### config.mk
export PLATFORM = sky130hd
export DESIGN_NAME = external_device_check
export DESIGN_NICKNAME = d
export VERILOG_FILES = /design/src/feedback_pkg.sv /design/src/cycle_timer.sv /design/src/window_timer.sv /design/src/external_device_check.sv
export SDC_FILE = /design/constraint.sdc
export NUM_CORES = 1
export LEC_CHECK = 0
export ABC_AREA = 0
export BUFFER_PORTS_ARGS = -buffer_cell sky130_fd_sc_hd__buf_2
export CORE_MARGIN = 8
export CORE_UTILIZATION = 55
export DETAILED_ROUTE_END_ITERATION = 7
export HOLD_SLACK_MARGIN = 0.15
export PLACE_DENSITY = 0.83
export SLEW_MARGIN = 20
export SYNTH_ARGS = -nofsm -noshare
export SYNTH_HDL_FRONTEND = slang
export SYNTH_SLANG_ARGS = --single-unit
### constraint.sdc
create_clock -name clk -period 6.3 [get_ports clk]
set_input_delay 0 -clock clk [delete_from_list [all_inputs] [get_ports clk]]
set_output_delay 0 -clock clk [all_outputs]
set_load 0.005 [all_outputs]
### src/feedback_pkg.sv
package feedback_pkg;

  // logic execution cycle is one clock at 20 MHz
  localparam int unsigned CLK_HZ          = 20_000_000;
  localparam int unsigned CYCLE_NS        = 1_000_000_000 / CLK_HZ;
  // debounce time in microseconds, counted in whole cycles (least time rounds up)
  localparam int unsigned DEBOUNCE_US     = 12_000;
  localparam int unsigned DEBOUNCE_CYC    = (DEBOUNCE_US * 1000 + CYCLE_NS - 1) / CYCLE_NS;
  // window step in microseconds and its length in cycles
  localparam int unsigned WINDOW_STEP_US  = 10_000;
  localparam int unsigned WINDOW_STEP_CYC = (WINDOW_STEP_US * 1000) / CYCLE_NS;
  // window setting range, in 10 ms steps: 100 s to 1000 s
  localparam int unsigned WINDOW_MIN_STEPS = 10_000;
  localparam int unsigned WINDOW_MAX_STEPS = 100_000;
  localparam int unsigned STEPS_W          = 17;
  localparam int unsigned CNT_W            = 24;

  typedef enum logic [1:0] {
    ST_OFF,
    ST_ON_WAIT,
    ST_ON,
    ST_OFF_WAIT
  } mon_state_e;

  typedef struct packed {
    logic request;
    logic feedback;
  } mon_in_s;

  typedef struct packed {
    logic actuate;
    logic fault;
    logic fault_flag;
  } mon_out_s;

endpackage

### src/cycle_timer.sv
// counts cycles while run is high, restarting from zero when run drops
module cycle_timer #(
  parameter int unsigned WIDTH = 24
) (
  input  wire logic             clk,
  input  wire logic             rst,
  input  wire logic             run,
  input  wire logic [WIDTH-1:0] limit,
  output logic                  expired
);
  logic [WIDTH-1:0] count_r;
  logic [WIDTH-1:0] count_nxt;

  always_comb begin
    count_nxt = count_r;
    if (!run) begin
      count_nxt = '0;
    end else if (count_r != limit) begin
      count_nxt = count_r + WIDTH'(1);
    end
  end

  always_ff @(posedge clk or posedge rst) begin
    if (rst) begin
      count_r <= '0;
    end else begin
      count_r <= count_nxt;
    end
  end

  // saturates so expiry stays asserted while run holds
  assign expired = run && (count_r == limit);
endmodule

### src/window_timer.sv
// feedback window: step prescaler plus step counter
module window_timer #(
  parameter int unsigned STEP_CYC = 200_000,
  parameter int unsigned STEPS_W  = 17
) (
  input  wire logic               clk,
  input  wire logic               rst,
  input  wire logic               run,
  input  wire logic [STEPS_W-1:0] steps,
  output logic                    expired
);
  logic [17:0]        pre_r;
  logic [17:0]        pre_nxt;
  logic [STEPS_W-1:0] step_r;
  logic [STEPS_W-1:0] step_nxt;
  logic               tick;

  assign tick = (pre_r == 18'(STEP_CYC - 1));

  always_comb begin
    pre_nxt  = pre_r;
    step_nxt = step_r;
    if (!run) begin
      pre_nxt  = '0;
      step_nxt = '0;
    end else if (step_r != steps) begin
      pre_nxt = tick ? 18'h0_0000 : pre_r + 18'h0_0001;
      if (tick) begin
        step_nxt = step_r + STEPS_W'(1);
      end
    end
  end

  always_ff @(posedge clk or posedge rst) begin
    if (rst) begin
      pre_r  <= '0;
      step_r <= '0;
    end else begin
      pre_r  <= pre_nxt;
      step_r <= step_nxt;
    end
  end

  assign expired = run && (step_r == steps);
endmodule

### src/external_device_check.sv
// Operation
// - debounce applies after window expiry; code runs it in ST_OFF/ST_ON, also when feedback ends the window early
// - window set in 10 ms steps, above cycle
// - actuate after feedback high, request rising
// - actuate low on request low or fault
// - fault at once if feedback low at rise
// - fault if feedback not falling within window
// - fault if feedback not rising within window
// - request low, feedback low past debounce: fault
// - request high, feedback high past debounce: fault
// - fault and flag asserted together
// - fault clears only on valid actuation sequence
module external_device_check #(
  parameter int unsigned STEP_CYC     = feedback_pkg::WINDOW_STEP_CYC,
  parameter int unsigned DEBOUNCE_CYC = feedback_pkg::DEBOUNCE_CYC
) (
  input  wire logic                             clk,
  input  wire logic                             rst,
  input  wire logic                             control_request_in,
  input  wire logic                             contactor_feedback_in,
  input  wire logic [feedback_pkg::STEPS_W-1:0] feedback_window,
  output logic                                  actuation_out,
  output logic                                  feedback_fault_out,
  output logic                                  fault_flag_out,
  output logic                                  window_setting_bad
);
  feedback_pkg::mon_in_s    in_now;
  feedback_pkg::mon_state_e state_r;
  feedback_pkg::mon_state_e state_nxt;
  feedback_pkg::mon_out_s   out_r;
  feedback_pkg::mon_out_s   out_nxt;
  logic                     req_prev_r;
  logic                     req_prev_nxt;
  logic [feedback_pkg::STEPS_W-1:0] window_eff;
  logic                     rise;
  logic                     fall;
  logic                     win_run;
  logic                     win_expired;
  logic                     bounce_run;
  logic                     bounce_expired;
  logic                     set_fault;
  logic                     good_start;

  assign in_now.request  = control_request_in;
  assign in_now.feedback = contactor_feedback_in;

  assign rise = in_now.request && !req_prev_r;
  assign fall = !in_now.request && req_prev_r;

  // clamp window into its legal range
  always_comb begin
    window_eff         = feedback_window;
    window_setting_bad = 1'b0;
    if (feedback_window < feedback_pkg::STEPS_W'(feedback_pkg::WINDOW_MIN_STEPS)) begin
      window_eff         = feedback_pkg::STEPS_W'(feedback_pkg::WINDOW_MIN_STEPS);
      window_setting_bad = 1'b1;
    end else if (feedback_window > feedback_pkg::STEPS_W'(feedback_pkg::WINDOW_MAX_STEPS)) begin
      window_eff         = feedback_pkg::STEPS_W'(feedback_pkg::WINDOW_MAX_STEPS);
      window_setting_bad = 1'b1;
    end
  end

  // window runs while awaiting the inverted feedback
  assign win_run = (state_r == feedback_pkg::ST_ON_WAIT) ||
                   (state_r == feedback_pkg::ST_OFF_WAIT);

  window_timer #(
    .STEP_CYC (STEP_CYC),
    .STEPS_W  (feedback_pkg::STEPS_W)
  ) u_window (
    .clk     (clk),
    .rst     (rst),
    .run     (win_run),
    .steps   (window_eff),
    .expired (win_expired)
  );

  // wrong level while settled starts debounce
  assign bounce_run =
    ((state_r == feedback_pkg::ST_OFF) && !in_now.request && !in_now.feedback) ||
    ((state_r == feedback_pkg::ST_ON) && in_now.request && in_now.feedback);

  // debounce only once the window is over
  cycle_timer #(
    .WIDTH (feedback_pkg::CNT_W)
  ) u_bounce (
    .clk     (clk),
    .rst     (rst),
    .run     (bounce_run),
    .limit   (feedback_pkg::CNT_W'(DEBOUNCE_CYC)),
    .expired (bounce_expired)
  );

  // valid sequence: feedback high at request rise
  assign good_start = rise && in_now.feedback;

  always_comb begin
    state_nxt    = state_r;
    req_prev_nxt = in_now.request;
    set_fault    = 1'b0;
    case (state_r)
      feedback_pkg::ST_OFF: begin
        if (rise) begin
          if (!in_now.feedback) begin
            set_fault = 1'b1;
          end
          state_nxt = feedback_pkg::ST_ON_WAIT;
        end else if (bounce_expired) begin
          set_fault = 1'b1;
        end
      end
      feedback_pkg::ST_ON_WAIT: begin
        if (fall) begin
          state_nxt = feedback_pkg::ST_OFF_WAIT;
        end else if (!in_now.feedback) begin
          state_nxt = feedback_pkg::ST_ON;
        end else if (win_expired) begin
          set_fault = 1'b1;
          state_nxt = feedback_pkg::ST_ON;
        end
      end
      feedback_pkg::ST_ON: begin
        if (fall) begin
          state_nxt = feedback_pkg::ST_OFF_WAIT;
        end else if (bounce_expired) begin
          set_fault = 1'b1;
        end
      end
      feedback_pkg::ST_OFF_WAIT: begin
        if (rise) begin
          // a new request before release still needs feedback high
          set_fault = !in_now.feedback;
          state_nxt = feedback_pkg::ST_ON_WAIT;
        end else if (in_now.feedback) begin
          state_nxt = feedback_pkg::ST_OFF;
        end else if (win_expired) begin
          set_fault = 1'b1;
          state_nxt = feedback_pkg::ST_OFF;
        end
      end
      default: begin
        state_nxt = feedback_pkg::ST_OFF;
      end
    endcase
  end

  always_comb begin
    out_nxt = out_r;
    // clear only on a valid start, but a new fault wins
    if (good_start) begin
      out_nxt.fault      = 1'b0;
      out_nxt.fault_flag = 1'b0;
    end
    if (set_fault) begin
      out_nxt.fault      = 1'b1;
      out_nxt.fault_flag = 1'b1;
    end
    // actuation follows request, blocked by fault
    if (!in_now.request || out_nxt.fault) begin
      out_nxt.actuate = 1'b0;
    end else if (good_start) begin
      out_nxt.actuate = 1'b1;
    end
  end

  always_ff @(posedge clk or posedge rst) begin
    if (rst) begin
      state_r    <= feedback_pkg::ST_OFF;
      out_r      <= '0;
      req_prev_r <= 1'b0;
    end else begin
      state_r    <= state_nxt;
      out_r      <= out_nxt;
      req_prev_r <= req_prev_nxt;
    end
  end

  assign actuation_out      = out_r.actuate;
  assign feedback_fault_out = out_r.fault;
  assign fault_flag_out     = out_r.fault_flag;
endmodule

# After elaboration in Yosys (flattened, before gate mapping)
# Cells that the tools add are included.
# word_totals
ff_bits,65
in_bits,21
output_inout_bits,4
# op_classes
n_addsub,3
magnitude_cmp,2
n_eq_ne,15
mux,35
reduce_logical,20
# ops
operator,count
$mux 17,5
$mux 18,3
$mux 24,2
$add 24x1->24 const B,1
$eq 24x18->1 const B,1
$ne 24x18->1 const B,1
$mux 2,10
$add 18x1->18 const B,1
$eq 18x18->1 const B,1
$add 17x1->17 const B,1
$eq 17x17->1,1
$gt 17x17->1 const B,1
$lt 17x14->1 const B,1
$ne 17x17->1,1
$mux 1,13
$ne 2x2->1 const B,5
$logic_and 1x1->1,9
$ne 4x3->1 const B,2
$pmux 2 s4,1
$eq 2x2->1 const B,2
$pmux 1 s4,1
$reduce_and 4->1,1
$reduce_bool 2->1,2
$logic_not 1->1,3
other kinds (4),6

# Longest topological paths before layout
# Gate-level depths: netlist of the first run.
# logic_depth
word_depth,12
ltp_mapped,14
ltp_nobuf,10

# By module
# Synthesis of the first run repeated with hierarchy kept, for this count alone.
# hier_totals
cells_unflattened,547
hier_area_um2,4702.0
# modules_own_cells
mod,instances,cells_each,area_per_inst_um2,seq_area_each_um2
window_timer,1,255,2233.4,875.8
cycle_timer,1,205,1811.7,600.6
external_device_check,1,87,656.9,150.1

# Least setup slack after synthesis of the first run
# OpenSTA, ideal clock, no wires.
# synth_path
kind,reg2reg
start,register state_r[1]
end,register u_window.step_r[0]
setup_ps,125
arrival_time_ps,2907
required_time_ps,6175
setup_slack_ps,3268
path_stages_with_launch,14
n_path_buf,3
period_less_slack_ps,3032
path_cell_list,dfrtp_1 > inv_1 > ha_1 > or2_1 > buf_4 > o221ai_1 > a2111oi_0 > o221ai_1 > or4_1 > nor4_2 > buf_4 > buf_6 > nor2_2 > mux2_4
# synth_via
elab_chain_len,4
# synth_rtl
element,line,rtl
start: declaration,external_device_check.sv:28,feedback_pkg::mon_state_e state_r;
start signal: assignment,external_device_check.sv:168,state_r <= feedback_pkg::ST_OFF;
start signal: assignment,external_device_check.sv:172,state_r <= state_nxt;
$eq 2x1->1 or $eq 2x2->1 (tied branches),"external_device_check.sv:64, external_device_check.sv:65",
$logic_or 1x1->1 (*),external_device_check.sv:64,assign win_run = (state_r == feedback_pkg::ST_ON_WAIT) ||
$ne 2x2->1 (no line),--,
$reduce_and 2->1 (no line),--,
end signal: assignment,window_timer.sv:40,step_r <= step_nxt;
end: declaration,window_timer.sv:14,logic [STEPS_W-1:0] step_r;
# Every way passes the cells marked *; elsewhere a longest branch is shown, timed or not.
# A chain may end at the register's enable or synchronous reset.

# Final worst setup path of the first run
# layout_path
start,register state_r[1]
end,register u_window.pre_r[8]
# layout_via
elab_chain_len,3
# layout_rtl
element,line,rtl
$eq 2x1->1 or $eq 2x2->1 (tied branches),"external_device_check.sv:64, external_device_check.sv:65",
$logic_or 1x1->1 (*),external_device_check.sv:64,
$ne 2x2->1 (no line) or $mux 18 (tied branches),--,
end signal: assignment,window_timer.sv:39,pre_r <= pre_nxt;
end: declaration,window_timer.sv:12,logic [17:0] pre_r;
# Marks and branches as above.

==> flow_summary.yaml, run 1 <==
pwr:
  seq_power_share_pct: 39.5
  switching_share_pct: 37.3
  internal-power_uw: 762
  p_switching_uw: 454
  p_comb_share_pct: 32.3
  p_leak_nw: 1.85
  pwr-share-clk_pct: 28.2
  vdd_ir_drop_max_mv: 0.160
  p_per_area_nw_per_um2: 271
  p_total_mw: 1.22
synthesis:
  synth_top_area_share_pct: 39.8
  yosys-top-cells-count: "65 x dfrtp_1, 48 x nor2_1, 45 x nand2_1"
  netlist_area_um2: 4090
  syn_nets: 509
  yosys.area.top_type: "dfrtp_1"
  synth-seq-area-share_pct: 39.8
  netlist_instances: 479
  async_flop_share_pct: 100
  ys_ff_latch: 65
  yosysMostFrequentCell: "dfrtp_1"
  synth_area_per_cell_um2: 8.54
  synth-edff-count: 0
  ys_types: 61
  ys_top_cells_by_area: "dfrtp_1 40%, nor2_1 4.4%, nand2_1 4.1%, xor2_1 3.6%, a21oi_1 3.5%"
  yosys_warnings: 0
  ys.flop_type: "dfrtp_1"
sta:
  rsz0062_at_grt: "no"
  finalSetupTns_ps: 0
  finalWorstSetupSlack_ps: 2260
  period_share_pct: 64.1
  fmax_mhz: 248
  worstMarginPinSlew_ps: 981
  setup_violations: 0
  finalHoldViolations: 0
  max_slew_margin_pct: 34.4
  period_needed_ps: 4040
  slew_violations: 0
  finClkSkew_ps: 7.82
  whs_ps: 431
cts:
  cts_root_buf: "clkbuf_8"
  cts.sinks: 65
  cts_tree: "built"
  ctsResizeCount: 0
  clk_pin_slew_worst_paths_ps: 70
  cts_htree_levels: 3
  cts-buffers-inserted: 9
  clockBufferDepth: 2
  clock_latency_ps: 340
setup_path:
  critical-path-top-delay-family: "simple AND/OR/NAND/NOR gates"
  path_common_cell: "o221ai_1"
  critPathCaptureType: "flip-flop"
  reg2reg_setup_slack_ps: 2260
  cp.arrival_ps: 4230
  crit_buf_inv: 2
  worstReg2RegStart: "state_r[1]$_DFFE_PP0P_"
  startpoint_type: "flip-flop"
  crit_type: "flip-flop to flip-flop"
  max_stage_delay_ps: 630
  cp_slowest_cell: "nand2b_1"
  crit_chain: "inv_1 > ha_1 > or2_1 > o221ai_1 > a2111oi_0 > o221ai_1 > or4_1 > nor4_4 > buf_4 > nand2b_1 > o41ai_1"
  rr_worst_depth: 11
  crit_fanout: 56
  crit_required_ps: 6500
  r2r-end: "u_window.pre_r[8]$_DFFE_PP0P_"
run:
  max_cap_violations: 0
finish:
  final_cells: 607
  n_antenna_cell: 0
  final_area_um2: 4500
  final_util_pct: 62.3
  fin_nets: 533
  drive_above_1_share_pct: 10.0
  fillers: 597
  areaGrowthSynthToFinish_pct: 9.91
routing:
  drt_iter0_drc: 287
  drc_errors: 0
  ant_nets: 0
  drt-total-wl_mm: 9.40
  first_pass_iters: 5
  wl_per_cell_um: 15.5
  via_per_inst: 6.19
  routed-via-count: 3760
placement:
  placed_cells: 588
  gp_congestion: 0.934
  dp_slack_ps: 2320
  place_area_um2: 4270
  place_hpwl_mm: 6.51
  portBuffers: 24
grt:
  grt_max_degree: 66
  grt_pass1_wl_mm: 16.2
  grt_pass1_vias: 3609
  grt.total_usage_pct: 19.0
  grt-ovfl-total: 0
  antenna_found_initial: 0
die:
  rows: 31
  top_level_ports: 25
  initial_core_util_pct: 56.7
  die-area_um2: 10500
  die_y_um: 102
  die_w_um: 102
  core_um2: 7210
hold_path:
  worstHoldPathType: "input port to flip-flop"
  hp-start: "control_request_in"
  hold_depth: 2
  min_to: "req_prev_r$_DFF_PP0_"
outcome:
  outcome: "finished, final reports clean"
-- power by group through the flow --
stage / sequential (mW) / clock (mW) / combinational [mW]
6_report: 0.481 / 0.342 / 0.393
5_1_grt: 0.486 / 0.368 / 0.440
4_1_cts: 0.480 / 0.348 / 0.387
3_5_place_dp: 0.488 / 0 / 0.385
3_3_place_gp: 0.485 / 0 / 0.375
2_1_floorplan: 0.478 / 0 / 0.308
-- worst max-delay path by stage --
stage | cells after the start | from | slack, ps | endpoint
2_1_floorplan | 13 | state_r[1]$_DFFE_PP0P_ | 3270 | u_window.step_r[0]$_DFFE_PP0P_
3_3_place_gp | 11 | state_r[1]$_DFFE_PP0P_ | 2430 | u_window.pre_r[7]$_DFFE_PP0P_
3_5_place_dp | 11 | state_r[1]$_DFFE_PP0P_ | 2320 | u_window.pre_r[8]$_DFFE_PP0P_
4_1_cts | 11 | state_r[1]$_DFFE_PP0P_ | 2300 | u_window.pre_r[8]$_DFFE_PP0P_
5_1_grt | 11 | state_r[1]$_DFFE_PP0P_ | 1940 | u_window.pre_r[11]$_DFFE_PP0P_
6_report | 11 | state_r[1]$_DFFE_PP0P_ | 2260 | u_window.pre_r[8]$_DFFE_PP0P_
-- area by class of cell --
type	instances	area, um2	share of cell area [%]
clock buffers	11	131	2.92
repair buffers	30	173	3.84
multi-input cells	375	2300	51.2
flip-flops and latches	65	1630	36.2
inverters	22	82.6	1.84
clock inverters	5	56.3	1.25
well taps	99	124	2.76
-- sequential cells by signal, indices dropped and copies added, names as in the netlist --
register,cells
u_bounce.count_r,24
u_window.pre_r,18
u_window.step_r,17
state_r,2
actuation_out,1
fault_flag_out,1
feedback_fault_out,1
req_prev_r,1
-- layer usage --
| metal | share of wire [%] | track usage (%) |
|---|---|---|
| met4 | 1.4 | 8.01 |
| met1 | 46 | 25.2 |
| met3 | 6.5 | 4.02 |
| met2 | 46 | 29.3 |
| met5 | 0 | 0 |
-- repair_timing --
item	in CTS	in global routing
buffers inserted	0	0
hold buffers	3	0
hold endpoints to repair	69	0
-- kinds of logic (layout without fill, tap and decap cells) --
logic type	after synthesis	count (layout)	share of synthesized area, %
compound gates	121	121	19.0
xor+xnor	25	25	5.35
fa+ha+maj	9	9	2.75
buf+inv	39	68	4.53
flops	65	65	39.8
mux	4	4	1.10
simple gates	216	216	27.5
-- placed cells by master (no fill, tap or decap), types with 9 or more instances in the layout --
master and count:
or4_1 9, and3_1 15, nor2_1 48, o21ai_0 12, nand2_1 45, nand4_1 12
ha_1 9, a21oi_1 29, o21ai_1 27, inv_1 21, o31ai_1 14, buf_2 24
dfrtp_1 65, nand3_1 28, or3_1 11, xor2_1 17, clkbuf_8 9
Power figures use the tool's default switching activity.
==> run 2: changes to the inputs <==
ABC_AREA = 1   (was 0)
PLACE_DENSITY = 0.86   (was 0.83)
clock period = 3.45 ns   (was 6.3 ns; I/O delays follow)
==> run 2 against run 1 <==
  * Via count grew 13%
  * Cell area grew 6.8%
  * Synthesized cell count grew 33%
  * Clock skew grew 2.5 ps
  * Fmax grew 60%
  * First-iteration DRC count shrank 0.35%
  * Die area grew 6.7%
  * Register-to-register slack lost 1300 ps
  * Power grew 72%
  * Critical path depth grew 5
==> flow_summary.yaml, run 2 <==
outcome:
  outcome: "finished, final reports clean"
grt:
  grt_max_degree: 40
  antenna_found_initial: 0
  grt_pass1_vias: 4188
  grt-ovfl-total: 0
  grt.total_usage_pct: 19.0
  grt_pass1_wl_mm: 18.0
synthesis:
  synth-edff-count: 0
  synthMuxAreaShare_pct: 0
  ys_top_cells_by_area: "dfrtp_1 37%, nand2_1 12%, inv_1 8.3%, nor2_1 6.1%, nand3_1 6.0%"
  synth_top_family_by_area: "simple AND/OR/NAND/NOR gates"
  yosysMostFrequentCell: "nand2_1"
  synth-xor-area-share_pct: 3.17
  syn_nets: 665
  synth-simple-area-share_pct: 37.5
  yosys-top-cells-count: "141 x nand2_1, 98 x inv_1, 72 x nor2_1"
  ys_types: 38
  synth_area_per_cell_um2: 6.95
  synth-seq-area-share_pct: 36.8
  synth_compound_area_share_pct: 9.64
  yosys.area.top_type: "dfrtp_1"
  synth_top_area_share_pct: 36.8
  yosys_warnings: 0
  netlist_area_um2: 4410
  async_flop_share_pct: 100
  netlist_instances: 635
  ys_ff_latch: 65
  ys.flop_type: "dfrtp_1"
  synth_fa_ha_area_share_pct: 2.55
finish:
  fin_nets: 694
  final_cells: 771
  mostFrequentLayoutCell: "nand2_1"
  areaGrowthSynthToFinish_pct: 8.79
  mostFrequentLayoutCells: "141 x nand2_1, 97 x inv_1, 72 x nor2_1"
  final_util_pct: 61.8
  fillers: 710
  multi_input_comb_area_um2: 2330
  drive_above_1_share_pct: 10.6
  largest_register_ffs: 24
  largest_registers: "u_bounce.count_r x24, u_window.pre_r x18, u_window.step_r x17"
  n_antenna_cell: 0
  regArea_um2: 1630
  final_area_um2: 4800
  top_register: "u_bounce.count_r"
die:
  initial_core_util_pct: 56.8
  die_y_um: 106
  die_w_um: 106
  die-area_um2: 11100
  core_um2: 7770
  top_level_ports: 25
  rows: 32
cts:
  cts.sinks: 65
  clockBufferDepth: 2
  hold_buffers: 2
  ctsResizeCount: 0
  clk_pin_slew_worst_paths_ps: 80
  cts_root_buf: "clkbuf_8"
  postCtsSetupBuffers: 0
  clock_latency_ps: 340
  cts-buffers-inserted: 9
  cts_tree: "built"
  cts_htree_levels: 3
sta:
  finalHoldViolations: 0
  worstMarginPinSlew_ps: 797
  period_needed_ps: 2530
  max_slew_margin_pct: 46.8
  setup_violations: 0
  finClkSkew_ps: 10.4
  finalSetupTns_ps: 0
  whs_ps: 193
  rsz0062_at_grt: "no"
  fmax_mhz: 395
  finalWorstSetupSlack_ps: 921
  period_share_pct: 73.3
  slew_violations: 0
pwr:
  p_switching_uw: 805
  p_comb_share_pct: 32.0
  p_per_area_nw_per_um2: 435
  vdd_ir_drop_max_mv: 0.398
  seq_power_share_pct: 41.5
  switching_share_pct: 38.5
  internal-power_mw: 1.28
  pwr-share-clk_pct: 26.4
  p_leak_nw: 2.25
  p_total_mw: 2.09
run:
  max_cap_violations: 0
setup_path:
  crit_fanout: 4
  critPathCaptureType: "flip-flop"
  crit_type: "flip-flop to flip-flop"
  crit_required_ps: 3740
  startpoint_type: "flip-flop"
  cp.arrival_ps: 2820
routing:
  drc_errors: 0
  drt-total-wl_mm: 10.1
  routed-via-count: 4237
  drt_iter0_drc: 286
  ant_nets: 0
  via_per_inst: 5.50
  wl_per_cell_um: 13.1
  first_pass_iters: 5
placement:
  place_hpwl_mm: 7.71
  gp_congestion: 0.990
  portBuffers: 24
  place_area_um2: 4620
  dp_slack_ps: 675
  placed_cells: 753
hold_path:
  worstHoldPathType: "input port to flip-flop"
## run 2: cell count changes after synthesis, moves of 17 or more
cell,delta
nand2_1,+96
inv_1,+76
nand3_1,+25
nor2_1,+24
o21ai_1,-23
nand4_1,+17
## run 2: layout make-up
type	count	area share, %
Clock buffer	10	2.66
Clock inverter	6	0.730
Inverter	101	7.95
Multi-Input combinational cell	457	48.6
Sequential cell	65	33.9
Tap cell	102	2.66
Timing Repair Buffer	30	3.54
## run 2: final timing paths
kind | startpoint | to | slack (ps) | depth (start not counted)
worst min register to register | u_bounce.count_r[0]$_DFFE_PP0N_ | u_bounce.count_r[0]$_DFFE_PP0N_ | 510 | 2
max in group asynchronous | rst | u_window.pre_r[8]$_DFFE_PP0P_ | 2270 | 4
worst min-delay path | feedback_window[16] | u_window.pre_r[17]$_DFFE_PP0P_ | 190 | 6
min in group asynchronous | rst | u_window.pre_r[1]$_DFFE_PP0P_ | 350 | 3
worst max-delay path | u_bounce.count_r[1]$_DFFE_PP0N_ | u_bounce.count_r[22]$_DFFE_PP0N_ | 920 | 16
worst max register to register | u_bounce.count_r[1]$_DFFE_PP0N_ | u_bounce.count_r[22]$_DFFE_PP0N_ | 920 | 16
## run 2: layer usage
| metal | track usage (%) | part of all wire (%) | vias to the layer above |
|---|---|---|---|
| met5 | 0 | 0 | - |
| met4 | 8.84 | 2.3 | 0 |
| met3 | 3.11 | 4.6 | 24 |
| met2 | 31.6 | 48 | 122 |
| met1 | 23.6 | 45 | 1956 |
| li1 | - | - | 2135 |
## run 2: cell families after synthesis
logic type / Yosys count
adders and majority gates: 9
AOI/OAI and AO/OA: 74
DFF: 65
xor gates and xnor gates: 16
and+or+nand+nor: 358
buffers and inverters: 113
## run 2: power by group through the flow
stage          Clock [mW]  Combinational [mW]  Sequential [mW]
4_1_cts             0.565               0.671            0.867
6_report            0.552               0.669            0.867
2_1_floorplan           0               0.510            0.867
3_5_place_dp            0               0.666            0.881
5_1_grt             0.595               0.761            0.874
3_3_place_gp            0               0.636            0.878
## run 2: worst max-delay path, cell delays in order (launching register included)
cell and delay (ps):
dfrtp_1 380, ha_1 170, nand2_1 100, nor2_2 150
nand2_1 120, nor4_1 300, nand2_1 120, nor2_1 140
nand2_1 80, nor2_2 140, nand3_1 110, inv_1 70
nand3_1 80, nor2_1 180, nand2_1 90, a21oi_1 130
o21a_1 120
==> run 3: changes to the inputs <==
clock period = 2.1 ns   (was 3.45 ns; I/O delays follow)
==> run 3 against run 2 <==
  * The flow now finishes with violations (DRC, setup timing)
  * Clock power rose by 90%
  * Sequential power grew 65%
  * Global-route usage rose by 1.9 points
  * Final cell count rose by 11%
  * Count of clock-buffer cells in the layout increased by 2
  * Combinational power increased to 3.4 times the previous value
  * Power rose by 130%
  * Cell area rose by 25%
  * Flip-flop and latch count did not move
  * Critical path type unchanged
==> flow_summary.yaml, run 3 (synthesized netlist as in run 2, its figures left out) <==
outcome:
  outcome: "complete, but fails checks"
  violations: "DRC, setup timing"
setup_path:
  crit_type: "flip-flop to flip-flop"
  max_stage_delay_ps: 370
  crit_required_ps: 2390
  startpoint_type: "flip-flop"
  crit_fanout: 3
  crit_chain: "ha_2 > nand2_2 > nor2_4 > nand2_2 > nor4_4 > nand2_1 > nor2_2 > nand2_1 > nor2_2 > nand3_1 > inv_1 > nand3_2 > nor2_4 > nand2_2 > a21oi_2 > o21a_1"
  crit_buf_inv: 1
  critical-path-top-delay-family: "simple AND/OR/NAND/NOR gates"
  cp_slowest_cell: "dfrtp_1"
  path_common_cell: "nand2_2"
  critPathCaptureType: "flip-flop"
  cp.arrival_ps: 2520
cts:
  cts_htree_levels: 3
  clk_pin_slew_worst_paths_ps: 90
  clockBufferDepth: 2
  clock_latency_ps: 360
  cts_tree: "built"
  cts-buffers-inserted: 9
  cts_root_buf: "clkbuf_8"
  cts.sinks: 65
finish:
  largest_register_ffs: 24
  multi_input_comb_area_um2: 2750
  mostFrequentLayoutCells: "120 x nand2_1, 94 x inv_1, 67 x buf_4"
  mostFrequentLayoutCell: "nand2_1"
  regArea_um2: 1630
  top_register: "u_bounce.count_r"
  fin_nets: 779
  areaGrowthSynthToFinish_pct: 35.8
  drive_above_1_share_pct: 30.7
  fillers: 499
  n_antenna_cell: 0
  final_util_pct: 77.2
  largest_registers: "u_bounce.count_r x24, u_window.pre_r x18, u_window.step_r x17"
routing:
  via_per_inst: 5.72
  ant_nets: 0
  drt_iter0_drc: 424
  first_pass_iters: 8
  drc_errors: 1
  drt-total-wl_mm: 13.5
  wl_per_cell_um: 15.8
  routed-via-count: 4887
pwr:
  pwr-share-clk_pct: 22.2
  p_leak_nw: 2.77
  vdd_ir_drop_max_mv: 0.812
  p_comb_share_pct: 47.6
  p_per_area_nw_per_um2: 789
  seq_power_share_pct: 30.2
  switching_share_pct: 39.3
  p_total_mw: 4.73
  internal-power_mw: 2.87
  p_switching_mw: 1.86
sta:
  finClkSkew_ps: 22.3
  setup_violations: 15
  finalSetupTns_ps: -624
  worstMarginPinSlew_ps: 816
  slew_violations: 0
  fmax_mhz: 450
  finalHoldViolations: 0
  max_slew_margin_pct: 45.6
  period_share_pct: 106
  finalWorstSetupSlack_ps: -124
  period_needed_ps: 2220
  rsz0062_at_grt: "yes"
placement:
  dp_slack_ps: -191
  place_hpwl_mm: 8.21
  portBuffers: 24
  gp_congestion: 0.943
die:
  initial_core_util_pct: 56.8
  top_level_ports: 25
  rows: 32
  die-area_um2: 11100
  die_w_um: 106
  die_y_um: 106
  core_um2: 7770
grt:
  grt_pass1_vias: 4401
  grt-ovfl-total: 0
  grt_max_degree: 66
  grt.total_usage_pct: 20.9
  antenna_found_initial: 0
  grt_pass1_wl_mm: 19.5
hold_path:
  worstHoldPathType: "input port to flip-flop"
run:
  max_cap_violations: 0
run 3: cell types whose count changed in the layout (fill, tap and decap cells not counted), sizes merged:
cell,delta
clkbuf,+2
bufinv,+1
buf,+83
clkinv,-2
nand2,+1
inv,-1
run 3: area by class of cell:
type / count / share of cell area [%]
clock buffer: 12 / 2.25
timing repair buffer: 113 / 15.1
sequential: 65 / 27.2
multi-input combinational: 458 / 45.8
timing repair inverter: 1 / 0.188
tap: 102 / 2.13
inverter: 101 / 6.60
clock inverter: 3 / 0.710
run 3: worst reg2reg max path, cell delays in order, from the launching register on:
cell and delay (ps):
dfrtp_1 370, ha_2 190, nand2_2 70, nor2_4 100, nand2_2 80, nor4_4 180, nand2_1 130, nor2_2 150
nand2_1 90, nor2_2 110, nand3_1 100, inv_1 90, nand3_2 90, nor2_4 130, nand2_2 70, a21oi_2 110
o21a_1 120
run 3: per-layer routing:
layer	GRT usage [%]	up-vias	wire, um
li1	-	2309	-
met5	0	-	0
met4	8.24	0	494
met2	35.7	248	6770
met1	25.0	2268	5280
met3	4.57	62	1010
run 3: path summary, 6_finish.rpt:
kind	startpoint	endpoint	slack (ps)	cells past startpoint
max in group asynchronous	rst	state_r[0]$_DFFE_PP0P_	1090	4
max	u_bounce.count_r[1]$_DFFE_PP0N_	u_bounce.count_r[22]$_DFFE_PP0N_	-120	16
min	feedback_window[16]	u_window.pre_r[17]$_DFFE_PP0P_	170	6
min reg2reg	fault_flag_out$_DFFE_PP0P_	fault_flag_out$_DFFE_PP0P_	510	2
min in group asynchronous	rst	u_bounce.count_r[11]$_DFFE_PP0N_	430	4
max reg2reg	u_bounce.count_r[1]$_DFFE_PP0N_	u_bounce.count_r[22]$_DFFE_PP0N_	-120	16
run 3: stage by stage:
stage | hold WS, ps | cell area, um2 | std cells
6_report | 169 | 5990 | 855
3_3_place_gp | 171 | 5030 | 805
3_5_place_dp | 175 | 5030 | 805
2_1_floorplan | 31.4 | 4420 | 635
5_1_grt | 206 | 5990 | 855
4_1_cts | 154 | 5330 | 832
run 3: what timing repair did:
action	4_1_cts	5_1_grt
pin swaps	0	39
resized for setup	7	134
cloned	0	2
setup endpoints to repair	2	54
hold buffers	2	0
buffers inserted	10	23
endpoints found under the hold margin	67	0
run 3: power groups by stage:
stage,clock network [mW],logic [mW],registers [mW]
floorplan,0,0.838,1.42
global placement,0,1.26,1.43
detailed placement,0,1.31,1.44
CTS,1.03,1.33,1.41
global route,1.11,2.39,1.43
finish,1.05,2.25,1.43
